File: src/hdl/eeprom_pkg.sv
// Functional notes
// RULE_01: acknowledge low in ninth clock after start plus matching slave address byte.
// RULE_02: in a write, acknowledge every received word address and data byte.
// RULE_03: transmitter releases data after eight bits; receiver pulls low in ninth clock.
// RULE_04: host acknowledge low without stop makes the next address byte follow.
// RULE_05: host ends read with high acknowledge then stop; device stops sending.
// RULE_06: upper four slave address bits must equal the device type code.
// RULE_07: larger variants match the next three bits against the chip address pins.
// RULE_08: smallest variant uses those three bits as page-select high address bits.
// RULE_09: slave address bit zero picks direction: 0 write, 1 read.
// RULE_10: store from the given address; program only on stop after whole byte.
// RULE_11: refuse every command during the internal program time, at most 5 ms.
// RULE_12: page write takes 16, 32 or 64 bytes; extra bytes wrap to page start.
// RULE_13: smallest variant increments only the low 4 address bits in page write.
// RULE_14: 32-byte pages keep upper address bits, increment low 5 bits.
// RULE_15: 64-byte pages keep upper 9 or 10 bits, increment low bits.
// RULE_16: word address bits above the variant capacity are ignored.
// RULE_17: a whole page programs in one interval, not one per byte.
// RULE_18: write-protect high blocks every write; low permits all writes.
// RULE_19: write-protect rising during programming aborts it at once.
// RULE_20: random read returns the byte at the address loaded just before.
// RULE_21: current read returns the held address, last accessed plus one.
// RULE_22: host releases data during dummy clocks of a software reset sequence.
// RULE_23: while programming, give no acknowledge so the host can poll.
// RULE_24: commands open with start and may close with stop, both with clock high.
// RULE_25: start then stop cancels a command; held read address then undefined.
// RULE_26: after reset or a cancel, stay idle until a fresh start.
package eeprom_pkg;

	// =====================================================================
	// timing
	localparam int unsigned CLK_PERIOD_NS = 25;
	localparam int unsigned PROG_TIME_MS  = 5;
	// longest time, so the division rounds down
	localparam int unsigned PROG_CYCLES   =
		(PROG_TIME_MS * 1_000_000) / CLK_PERIOD_NS;

	// =====================================================================
	// address and frame layout
	localparam int unsigned MAX_ADDR_BITS = 15;
	localparam int unsigned DEF_ADDR_BITS = 15;
	localparam int unsigned DEF_PAGE_BITS = 6;
	localparam int unsigned TYPE_MSB      = 7;
	localparam int unsigned TYPE_LSB      = 4;
	localparam int unsigned SEL_MSB       = 3;
	localparam int unsigned SEL_LSB       = 1;
	localparam int unsigned RW_BIT        = 0;
	localparam logic [3:0]  LAST_BIT      = 4'h7;
	localparam logic [3:0]  ACK_BIT       = 4'h8;
	localparam logic        RW_READ       = 1'b1;
	// arbitrary value, not tied to any real part
	localparam logic [3:0]  DEV_TYPE_CODE = 4'h5;

	// =====================================================================
	// reset values
	localparam logic [3:0]  CNT_RST       = 4'h0;
	localparam logic [7:0]  BYTE_RST      = 8'h00;

	typedef enum logic [2:0] {
		ST_IDLE,
		ST_DEV,
		ST_AHI,
		ST_ALO,
		ST_WDAT,
		ST_RDAT
	} state_t;

	// one byte headed for the array's page latch
	typedef struct packed {
		logic [MAX_ADDR_BITS-1:0] addr;
		logic [7:0]               data;
	} latch_wr_t;

endpackage

File: src/hdl/serial_eeprom_i2c_target.sv
module serial_eeprom_i2c_target #(
	parameter int unsigned ADDR_BITS     = eeprom_pkg::DEF_ADDR_BITS,
	parameter int unsigned PAGE_BITS     = eeprom_pkg::DEF_PAGE_BITS,
	parameter bit          SMALL_VARIANT = 1'b0,
	parameter int unsigned PROG_CYCLES   = eeprom_pkg::PROG_CYCLES
) (
	input  wire logic                  ref_clk_i,
	input  wire logic                  rst_b_i,
	input  wire logic                  ce_i,
	input  wire logic                  scl_i,
	input  wire logic                  sda_i,
	output logic                       sda_o,
	output logic                       sda_oe_b_o,
	input  wire logic                  wp_i,
	input  wire logic                  chip_addr_pin_0_i,
	input  wire logic                  chip_addr_pin_1_i,
	input  wire logic                  chip_addr_pin_2_i,
	output logic [ADDR_BITS-1:0]       rd_addr_o,
	input  wire logic [7:0]            rd_data_i,
	output eeprom_pkg::latch_wr_t      lat_wr_o,
	output logic                       lat_we_o,
	output logic                       lat_clr_o,
	output logic                       prog_go_o,
	output logic                       prog_abort_o,
	output logic                       busy_o
);
	import eeprom_pkg::*;

	localparam int unsigned TW = $clog2(PROG_CYCLES + 1);

	// =====================================================================
	// pin synchronisers
	logic [5:0]           meta_q;
	logic [5:0]           sync_q;
	logic                 scl_p_q;
	logic                 sda_p_q;
	logic                 scl_s;
	logic                 sda_s;
	logic                 wp_s;
	logic [2:0]           pins_s;
	logic                 rise_w;
	logic                 fall_w;
	logic                 start_w;
	logic                 stop_w;
	logic [7:0]           byte_w;
	logic                 byte_end_w;
	logic                 dev_match_w;

	state_t               state_q;
	logic [3:0]           cnt_q;
	logic [7:0]           sh_q;
	logic                 ack_go_q;
	logic [ADDR_BITS-1:0] addr_q;
	logic [7:0]           tx_q;
	logic                 oe_b_q;
	logic                 loaded_q;
	logic                 busy_q;
	logic [TW-1:0]        timer_q;
	latch_wr_t            lat_q;
	logic                 lat_we_q;
	logic                 lat_clr_q;
	logic                 go_q;
	logic                 abort_q;

	// two stages per pin; logic looks only at sync_q and the scl_p_q and sda_p_q copies taken from it
	always_ff @(posedge ref_clk_i) begin
		if (!rst_b_i) begin
			meta_q  <= 6'h3f;
			sync_q  <= 6'h3f;
			scl_p_q <= 1'b1;
			sda_p_q <= 1'b1;
		end else if (ce_i) begin
			meta_q  <= {scl_i, sda_i, wp_i, chip_addr_pin_2_i,
				chip_addr_pin_1_i, chip_addr_pin_0_i};
			sync_q  <= meta_q;
			scl_p_q <= sync_q[5];
			sda_p_q <= sync_q[4];
		end
	end

	assign scl_s  = sync_q[5];
	assign sda_s  = sync_q[4];
	assign wp_s   = sync_q[3];
	assign pins_s = sync_q[2:0];

	// =====================================================================
	// bus events
	// data edges while the clock stays high are framing, not bits
	assign rise_w  = scl_s & ~scl_p_q;
	assign fall_w  = ~scl_s & scl_p_q;
	assign start_w = scl_s & scl_p_q & sda_p_q & ~sda_s;  // see RULE_24
	assign stop_w  = scl_s & scl_p_q & ~sda_p_q & sda_s;  // see RULE_24
	assign byte_w  = {sh_q[6:0], sda_s};
	assign byte_end_w = rise_w && (cnt_q == LAST_BIT) && (state_q != ST_IDLE);

	// busy refuses the address, which is what acknowledge polling sees
	assign dev_match_w =
		(byte_w[TYPE_MSB:TYPE_LSB] == DEV_TYPE_CODE) &&       // see RULE_06
		(SMALL_VARIANT ||                                      // see RULE_08
		 (byte_w[SEL_MSB:SEL_LSB] == pins_s)) &&               // see RULE_07
		!busy_q;                                               // see RULE_23

	// =====================================================================
	// frame sequencer
	always_ff @(posedge ref_clk_i) begin
		if (!rst_b_i) begin
			state_q  <= ST_IDLE;                               // see RULE_26
			cnt_q    <= CNT_RST;
			sh_q     <= BYTE_RST;
			ack_go_q <= 1'b0;
		end else if (ce_i) begin
			if (start_w) begin
				state_q  <= ST_DEV;
				cnt_q    <= CNT_RST;
				ack_go_q <= 1'b0;
			end else if (stop_w) begin
				state_q  <= ST_IDLE;                           // see RULE_25
				cnt_q    <= CNT_RST;
				ack_go_q <= 1'b0;
			end else if (rise_w && state_q != ST_IDLE) begin
				if (cnt_q == ACK_BIT) begin
					cnt_q    <= CNT_RST;
					ack_go_q <= 1'b0;
					// host left acknowledge high: stop sending
					if (!ack_go_q && state_q == ST_RDAT && sda_s)
						state_q <= ST_IDLE;                    // see RULE_05
				end else begin
					sh_q  <= byte_w;
					cnt_q <= cnt_q + 4'h1;
					if (cnt_q == LAST_BIT) begin
						case (state_q)
						ST_DEV: begin
							if (dev_match_w) begin
								ack_go_q <= 1'b1;              // see RULE_01
								if (byte_w[RW_BIT] == RW_READ)
									state_q <= ST_RDAT;        // see RULE_09
								else if (SMALL_VARIANT)
									state_q <= ST_ALO;
								else
									state_q <= ST_AHI;
							end else begin
								state_q <= ST_IDLE;
							end
						end
						ST_AHI: begin
							ack_go_q <= 1'b1;                  // see RULE_02
							state_q  <= ST_ALO;
						end
						ST_ALO: begin
							ack_go_q <= 1'b1;                  // see RULE_02
							state_q  <= ST_WDAT;
						end
						ST_WDAT: ack_go_q <= 1'b1;             // see RULE_02
						ST_RDAT: ack_go_q <= 1'b0;             // see RULE_03
						default: state_q <= ST_IDLE;
						endcase
					end
				end
			end
		end
	end

	// =====================================================================
	// held address and transmit byte
	always_ff @(posedge ref_clk_i) begin
		if (!rst_b_i) begin
			addr_q <= '0;
			tx_q   <= BYTE_RST;
		end else if (ce_i) begin
			if (byte_end_w) begin
				case (state_q)
				ST_DEV: begin
					if (SMALL_VARIANT && dev_match_w)
						addr_q[ADDR_BITS-1 -: 3] <=
							byte_w[SEL_MSB:SEL_LSB];           // see RULE_08
				end
				// bits beyond capacity are simply not stored
				ST_AHI: addr_q[ADDR_BITS-1:8] <=
					byte_w[ADDR_BITS-9:0];                     // see RULE_16
				ST_ALO: addr_q[7:0] <= byte_w;                 // see RULE_20
				// only the in-page bits count, so the page wraps
				ST_WDAT: addr_q[PAGE_BITS-1:0] <=
					addr_q[PAGE_BITS-1:0] + 1'b1; // see RULE_12 RULE_13 RULE_14 RULE_15
				ST_RDAT: addr_q <= addr_q + 1'b1;              // see RULE_21
				default: addr_q <= addr_q;
				endcase
			end else if (rise_w && cnt_q == ACK_BIT && state_q == ST_RDAT &&
				(ack_go_q || !sda_s)) begin
				tx_q <= rd_data_i;                             // see RULE_04
			end
		end
	end

	assign rd_addr_o = addr_q;

	// =====================================================================
	// data line driver, changes on clock falls and is released by a start or stop
	always_ff @(posedge ref_clk_i) begin
		if (!rst_b_i) begin
			oe_b_q <= 1'b1;
		end else if (ce_i) begin
			if (start_w || stop_w) begin
				oe_b_q <= 1'b1;
			end else if (fall_w) begin
				if (cnt_q == ACK_BIT && ack_go_q)
					oe_b_q <= 1'b0;                            // see RULE_03
				else if (state_q == ST_RDAT && cnt_q < ACK_BIT)
					oe_b_q <= tx_q[3'(LAST_BIT - cnt_q)];
				else
					oe_b_q <= 1'b1;                            // see RULE_03
			end
		end
	end

	// open drain: only ever pulls low
	assign sda_o      = 1'b0;
	assign sda_oe_b_o = oe_b_q;

	// =====================================================================
	// page latch loading and the internal program interval
	// the array holds the page; one program pulse covers all of it
	always_ff @(posedge ref_clk_i) begin
		if (!rst_b_i) begin
			lat_q     <= '0;
			lat_we_q  <= 1'b0;
			lat_clr_q <= 1'b0;
			loaded_q  <= 1'b0;
			go_q      <= 1'b0;
			abort_q   <= 1'b0;
			busy_q    <= 1'b0;
			timer_q   <= '0;
		end else if (ce_i) begin
			lat_we_q  <= 1'b0;
			lat_clr_q <= 1'b0;
			go_q      <= 1'b0;
			abort_q   <= 1'b0;
			if (byte_end_w && state_q == ST_WDAT) begin
				lat_q.addr <= MAX_ADDR_BITS'(addr_q);          // see RULE_10
				lat_q.data <= byte_w;
				lat_we_q   <= 1'b1;
				loaded_q   <= 1'b1;
			end else if (stop_w) begin
				loaded_q <= 1'b0;
				// the stop's own clock rise already took one bit, so a
				// stop after the acknowledge arrives with a count of one
				if (state_q == ST_WDAT && loaded_q && !wp_s &&
					(cnt_q == CNT_RST || cnt_q == CNT_RST + 4'h1)) begin
					go_q    <= 1'b1;               // see RULE_10 RULE_18
					busy_q  <= 1'b1;                           // see RULE_17
					timer_q <= TW'(PROG_CYCLES);               // see RULE_11
				end else if (loaded_q) begin
					lat_clr_q <= 1'b1;                         // see RULE_18
				end
			end else if (start_w && loaded_q) begin
				loaded_q  <= 1'b0;
				lat_clr_q <= 1'b1;
			end
			if (busy_q) begin
				if (wp_s) begin
					busy_q  <= 1'b0;                           // see RULE_19
					abort_q <= 1'b1;
				end else begin
					timer_q <= timer_q - 1'b1;
					if (timer_q == TW'(1))
						busy_q <= 1'b0;                        // see RULE_11
				end
			end
		end
	end

	assign lat_wr_o     = lat_q;
	assign lat_we_o     = lat_we_q;
	assign lat_clr_o    = lat_clr_q;
	assign prog_go_o    = go_q;
	assign prog_abort_o = abort_q;
	assign busy_o       = busy_q;

	// =====================================================================
	// checks
	a_dev_ack: assert property (@(posedge ref_clk_i) disable iff (!rst_b_i) // see RULE_01
		ce_i && byte_end_w && state_q == ST_DEV && dev_match_w |=>
		ack_go_q && cnt_q == ACK_BIT)
		else $error("matching address not acknowledged");

	a_busy_noack: assert property (@(posedge ref_clk_i) disable iff (!rst_b_i) // see RULE_23
		ce_i && byte_end_w && state_q == ST_DEV && busy_q |=>
		!ack_go_q && state_q == ST_IDLE)
		else $error("address acknowledged while busy");

	a_ack_drive: assert property (@(posedge ref_clk_i) disable iff (!rst_b_i) // see RULE_03
		ce_i && fall_w && !start_w && cnt_q == ACK_BIT && ack_go_q |=>
		!sda_oe_b_o ##1 !sda_oe_b_o)
		else $error("acknowledge not driven low");

	a_write_ack: assert property (@(posedge ref_clk_i) disable iff (!rst_b_i) // see RULE_02
		ce_i && byte_end_w && state_q inside {ST_AHI, ST_ALO, ST_WDAT} |=>
		ack_go_q)
		else $error("write byte not acknowledged");

	a_prog_cause: assert property (@(posedge ref_clk_i) disable iff (!rst_b_i) // see RULE_10
		prog_go_o |-> $past(stop_w) && $past(state_q) == ST_WDAT &&
		$past(loaded_q) && busy_o)
		else $error("program started without stop after data");

	a_wp_block: assert property (@(posedge ref_clk_i) disable iff (!rst_b_i) // see RULE_18
		prog_go_o |-> !$past(wp_s))
		else $error("program started while protected");

	a_wp_abort: assert property (@(posedge ref_clk_i) disable iff (!rst_b_i) // see RULE_19
		ce_i && busy_o && wp_s |=> !busy_o && prog_abort_o)
		else $error("protect did not abort programming");

	a_busy_hold: assert property (@(posedge ref_clk_i) disable iff (!rst_b_i) // see RULE_11
		ce_i && busy_o && !wp_s && timer_q > TW'(1) |=> busy_o)
		else $error("busy dropped early");

	a_page_wrap: assert property (@(posedge ref_clk_i) disable iff (!rst_b_i) // see RULE_12
		lat_we_o |-> addr_q[ADDR_BITS-1:PAGE_BITS] ==
		lat_wr_o.addr[ADDR_BITS-1:PAGE_BITS] &&
		addr_q[PAGE_BITS-1:0] == lat_wr_o.addr[PAGE_BITS-1:0] + 1'b1)
		else $error("page address left its page");

	a_nack_end: assert property (@(posedge ref_clk_i) disable iff (!rst_b_i) // see RULE_05
		ce_i && rise_w && !start_w && !stop_w && cnt_q == ACK_BIT &&
		!ack_go_q && state_q == ST_RDAT && sda_s |=>
		state_q == ST_IDLE ##1 sda_oe_b_o)
		else $error("read continued after missing acknowledge");

	a_stop_idle: assert property (@(posedge ref_clk_i) disable iff (!rst_b_i) // see RULE_25
		ce_i && stop_w |=> state_q == ST_IDLE && sda_oe_b_o)
		else $error("stop did not return to idle");

	// a freeze must hold every concern, the program timer included
	a_ce_freeze: assert property (@(posedge ref_clk_i) // see RULE_11
		disable iff (!rst_b_i)
		!ce_i |=> $stable(state_q) && $stable(addr_q) && $stable(busy_q) &&
		$stable(timer_q))
		else $error("state moved while clock enable low");

	a_rd_step: assert property (@(posedge ref_clk_i) // see RULE_21
		disable iff (!rst_b_i)
		ce_i && byte_end_w && state_q == ST_RDAT |=>
		rd_addr_o == $past(rd_addr_o) + 1'b1)
		else $error("read address did not step");

	a_type_refuse: assert property (@(posedge ref_clk_i) // see RULE_06
		disable iff (!rst_b_i)
		ce_i && byte_end_w && state_q == ST_DEV &&
		byte_w[TYPE_MSB:TYPE_LSB] != DEV_TYPE_CODE |=>
		state_q == ST_IDLE && !ack_go_q)
		else $error("foreign type code accepted");

endmodule // serial_eeprom_i2c_target

File: config.mk
export PLATFORM = sky130hd
export DESIGN_NAME = serial_eeprom_i2c_target
export DESIGN_NICKNAME = d
export VERILOG_FILES = /design/src/hdl/eeprom_pkg.sv /design/src/hdl/serial_eeprom_i2c_target.sv
export SDC_FILE = /design/constraint.sdc
export NUM_CORES = 1
export LEC_CHECK = 0
export BUFFER_PORTS_ARGS = -buffer_cell sky130_fd_sc_hd__buf_2
export CORE_UTILIZATION = 50
export DETAILED_ROUTE_END_ITERATION = 10
export GPL_ROUTABILITY_DRIVEN = 0
export HOLD_SLACK_MARGIN = 0.02
export PLACE_DENSITY = 0.76
export RECOVER_POWER = 25
export SYNTH_ARGS = -nofsm -noshare
export SYNTH_HDL_FRONTEND = slang
export SYNTH_SLANG_ARGS = --single-unit
File: constraint.sdc
create_clock -name ref_clk_i -period 1.8 [get_ports ref_clk_i]
set_clock_uncertainty 0.2 [all_clocks]
set_input_delay 0.27 -clock ref_clk_i [delete_from_list [all_inputs] [get_ports ref_clk_i]]
set_output_delay 0.27 -clock ref_clk_i [all_outputs]
set_load 0.005 [all_outputs]
==> results summary <==
The startpoint identified for the worst hold timing path is rst_b_i. The number of cells traversed by the worst hold path is 3. The cell area after technology mapping came out at about 0.0049 mm^2. The number of antenna violations at the first check in global routing is 0. The post-synthesis async set-or-reset flop share came out at 0. The total setup violations reported at the end of the flow came out at 77. The dominant combinational cell family by area after synthesis is simple AND/OR/NAND/NOR gates. For this block, the routed nets add up to 17,100 um of wire.

Setup slack on the worst reg-to-reg path comes out at -0.26 ns. The post-synthesis share of cell area spent on and, or, nand and nor gates came out at 0.259. The mean post-synth cell area is ~8.2 um^2. The post-place instance area came out at roughly 0.0061 mm^2.

The adder and majority cell fraction of the synthesized area is 0.0153. The floorplan step defined a die boundary enclosing 0.0102 mm^2. In the synthesized netlist, the number of instances is approximately 600.

The leading cell type in the layout, fill and taps excluded is buf_4. In the final layout, flip-flops and latches occupy slightly above 0.002 mm^2. The die is a little over 100 um tall. Summing internal, switching and leakage power gives ~0.0038 W. The pre-antenna-repair detailed-routing pass consisted of 5 iterations. The total number of yosys warnings is 0. The count of endpoints failing hold in the final timing report came out at 0. The worst setup margin is -0.261 ns. Counting flops with a built-in enable in the synthesized netlist gives 0. The count of boundary I/O pins came out at 62. The final cycle utilization of the critical path came out at 1.14. The global-route wire length before repair is 24,200 um. Setup repair after global routing could not meet its margin everywhere. The clock reaches the later pin of the worst-skew pair after between 0.3 and 0.4 ns.

Of the cells placed in the final design, the portion with a size suffix greater than 1 is 0.459. The synthesized netlist net count came out at 619. The checks that failed: negative setup slack. The total count of max-transition violations in the final report is 0.

The region available for standard cell placement spans about 0.0094 mm^2. The top cell types in the final layout, fill and taps aside, are buf_4 (92), dfxtp_1 (85), nand2_1 (59), buf_2 (59), nor2_1 (46). The total half-perimeter wirelength after legalization and detailed placement is 9550 um. The sequential share of power came out at 0.592. After clock tree synthesis, the clock-pin slew on the worst setup and hold paths is around 0.10 ns.

The global-route total usage across every layer is 0.303. The logic gate share of total power came out at 0.070. VDD sags by at most slightly above 0.4 mV. The initial standard-cell utilization of the core came out at 0.524. The total leakage power is approximately 3.1 nW.

Of the total power, the clock network draws 0.338. The clock tree from TritonCTS is done. The post-synthesis share of cell area spent on xor and xnor gates is 0.00891. The total instance count after detailed placement came out at ~850. The remaining design rule violation count came out at 0.

The growth of design area from synthesis to finish came out at 52.0%. Using the TritonRoute via totals, the vias-per-cell ratio works out to roughly 6. The area of combinational cells with multiple inputs came out at approximately 0.0035 mm^2. Power spread over the standard cell area amounts to around 500 mW/mm^2. The number of rows created at floorplan came out at 35. The type of the tightest min-delay check is primary input to flop. The total number of vias came out at 5,490. The synthesized-area fraction occupied by ao, oa, aoi and oai cells was 0.195. The critical path arrival came out at 2.10 ns.

The longest clock path from root to sink contains 2 buffers. The critical path required time came out at around 1.8 ns. The share of synthesized area occupied by flip-flops and latches came out at 0.407. The run finished, with violations left.

The count of cells in the finished layout, fillers not included, comes to 906. The library cell used as clock root buffer is clkbuf_8. The most used flip-flop cell after synthesis is dfxtp_1. The filler cells instantiated in the layout total 588. The maximum frequency from static timing analysis is ~0.49 GHz.

The summed area of non-filler cells in the final layout is between 0.007 and 0.008 mm^2. Counting flops and latches in the post-synthesis netlist gives 100. The max-cap violation count came out at 0. STA classifies the critical path endpoint as a flop. The capturing point of the worst reg2reg path is timer_q[13]$_SDFFE_PN0P_.

Summed over all layers, the global routing overflow is 0. The net switching power of the design is roughly 0.00095 W. The die width came out at a little over 100 um. OpenSTA, run right after detailed placement, puts the worst setup slack at -0.262 ns.

After layout, the minimum clock period comes to between 2 and 2.5 ns. The number of buffers added by the clock tree synthesis step came out at 9. In this run the remaining antenna-violating nets after routing total 0.

The number of port buffers is 60. After detailed routing, the average wire length per cell comes to approximately 19 um. The number of global-route vias before repair came to ~5,000. The critical path in this run is classified as flop to flop.

Entering global routing, the biggest net connects 29 pins. The H-tree level count is 3. The path with the worst hold slack has its endpoint at ack_go_q$_SDFFE_PN0P_. The number of antenna diodes came out at 0. The count of clock tree sinks came out at 100.

The type of origin of the critical path is a flop. The worst register-to-register path begins at cnt_q[3]$_SDFFE_PN0P_. Measured against the total synthesized area, the mux share comes to 0.0703. The worst reg2reg path depth is 5. Of the total power, the share spent switching nets is 0.250. In this run the worst path has a maximum fanout of 7. The number of nets at the end of the flow is 796. The number of DRC markers after the initial detailed-route iteration came out at approximately 290. The cell internal power dissipation is about 0.0028 W.

The netlist uses 70 different library cells. Hold timing on the final database bottoms out at a slack of ~0.056 ns.
## layer usage
| metal | vias up | global-route usage | wire [um] |
|---|---|---|---|
| met3 | 86 | 0.0393 | 1110 |
| li1 | 2493 | - | - |
| met1 | 2622 | 0.362 | 6640 |
| met4 | 0 | 0.156 | 909 |
| met5 | - | 0 | 0 |
| met2 | 289 | 0.532 | 8490 |
## worst max-delay path by stage
stage	from	to	slack [ns]
6_report	cnt_q[3]$_SDFFE_PN0P_	timer_q[13]$_SDFFE_PN0P_	-0.26
5_1_grt	cnt_q[1]$_SDFFE_PN0P_	tx_q[6]$_SDFFE_PN0P_	-0.32
4_1_cts	timer_q[8]$_SDFFE_PN0P_	timer_q[17]$_SDFFE_PN0P_	-0.17
3_5_place_dp	cnt_q[1]$_SDFFE_PN0P_	timer_q[3]$_SDFFE_PN0P_	-0.26
3_3_place_gp	cnt_q[2]$_SDFFE_PN0P_	timer_q[1]$_SDFFE_PN0P_	-0.19
2_1_floorplan	timer_q[2]$_SDFFE_PN0P_	timer_q[15]$_SDFFE_PN0P_	-0.13
## worst max-delay path, cell delays in order, from the launching register on
cell	delay, ns
dfxtp_4	0.37
nor4b_4	0.34
o2111ai_4	0.25
o31a_4	0.48
a21oi_2	0.18
a21oi_1	0.12
## cell usage after synthesis, types with 3 or more instances
cell type,instances,share of area
mux2i_1,30,0.061
or3_1,6,0.0076
a22oi_1,3,0.0046
nor3_1,15,0.015
o31a_1,3,0.0053
buf_2,10,0.010
nor2b_1,5,0.0064
xor2_1,5,0.0089
nand4_1,4,0.0051
a31oi_1,10,0.013
inv_1,13,0.0099
and3b_1,4,0.0071
dfxtp_1,100,0.41
and3_1,9,0.011
o21ai_1,6,0.0061
nor2_1,57,0.044
o211a_1,3,0.0061
nor4_1,5,0.0064
a21boi_0,4,0.0061
nand3_1,22,0.022
o21a_1,5,0.0076
and2_1,8,0.010
a211oi_1,4,0.0061
nand2_1,92,0.070
clkbuf_1,24,0.018
nand3b_1,4,0.0061
a21oi_1,61,0.062
nand2b_1,8,0.010
o211ai_1,4,0.0061
o21ai_0,16,0.016
ha_1,6,0.015
o221a_2,4,0.0092
## state kept, by name, indices dropped and copies added (netlist names), 3 cells and up
register   cells
cnt_q          4
sh_q           7
lat_wr_o      23
state_q        3
timer_q       18
tx_q           8
meta_q         6
sync_q         6
rd_addr_o     15
## power groups by stage
stage	sequential (W)	combinational (W)	clock [W]
final	0.00224	0.000263	0.00128
after global routing	0.00224	0.000280	0.00138
after CTS	0.00224	0.000240	0.00129
after detailed placement	0.00229	0.000205	0
after global placement	0.00229	0.000199	0
after floorplan	0.00229	0.000123	0
## kinds of logic after synthesis
kind of cell               Yosys count
and+or+nand+nor                    255
AOI/OAI and AO/OA                  146
DFF                                100
buffers and inverters               51
muxes                               32
adders and majority gates            6
xor gates and xnor gates             5
other                                1
## timing repair
action / 4_1_cts / 5_1_grt
gates cloned: 4 / 3
pin swaps: 21 / 79
setup buffers: 17 / 9
endpoints found under the hold margin: 14 / 0
resized for setup: 62 / 151
hold buffers: 14 / 0
setup endpoints to repair: 78 / 83
## final cells by class
type                            instances  share of cell area
Tap cell                              129              0.0216
Clock inverter                          4             0.00369
Multi-Input combinational cell        447               0.464
Clock buffer                           11              0.0176
Inverter                               13             0.00653
Timing Repair Buffer                  202               0.214
Sequential cell                       100               0.272
## metrics by stage
step,util,TNS [ns]
final,0.797,-10.70
after global routing,0.797,-14.79
after global placement,0.654,-6.57
after detailed placement,0.654,-10.21
after floorplan,-,-1.91
after CTS,0.733,-2.06
(Power assumes the default switching activity.)
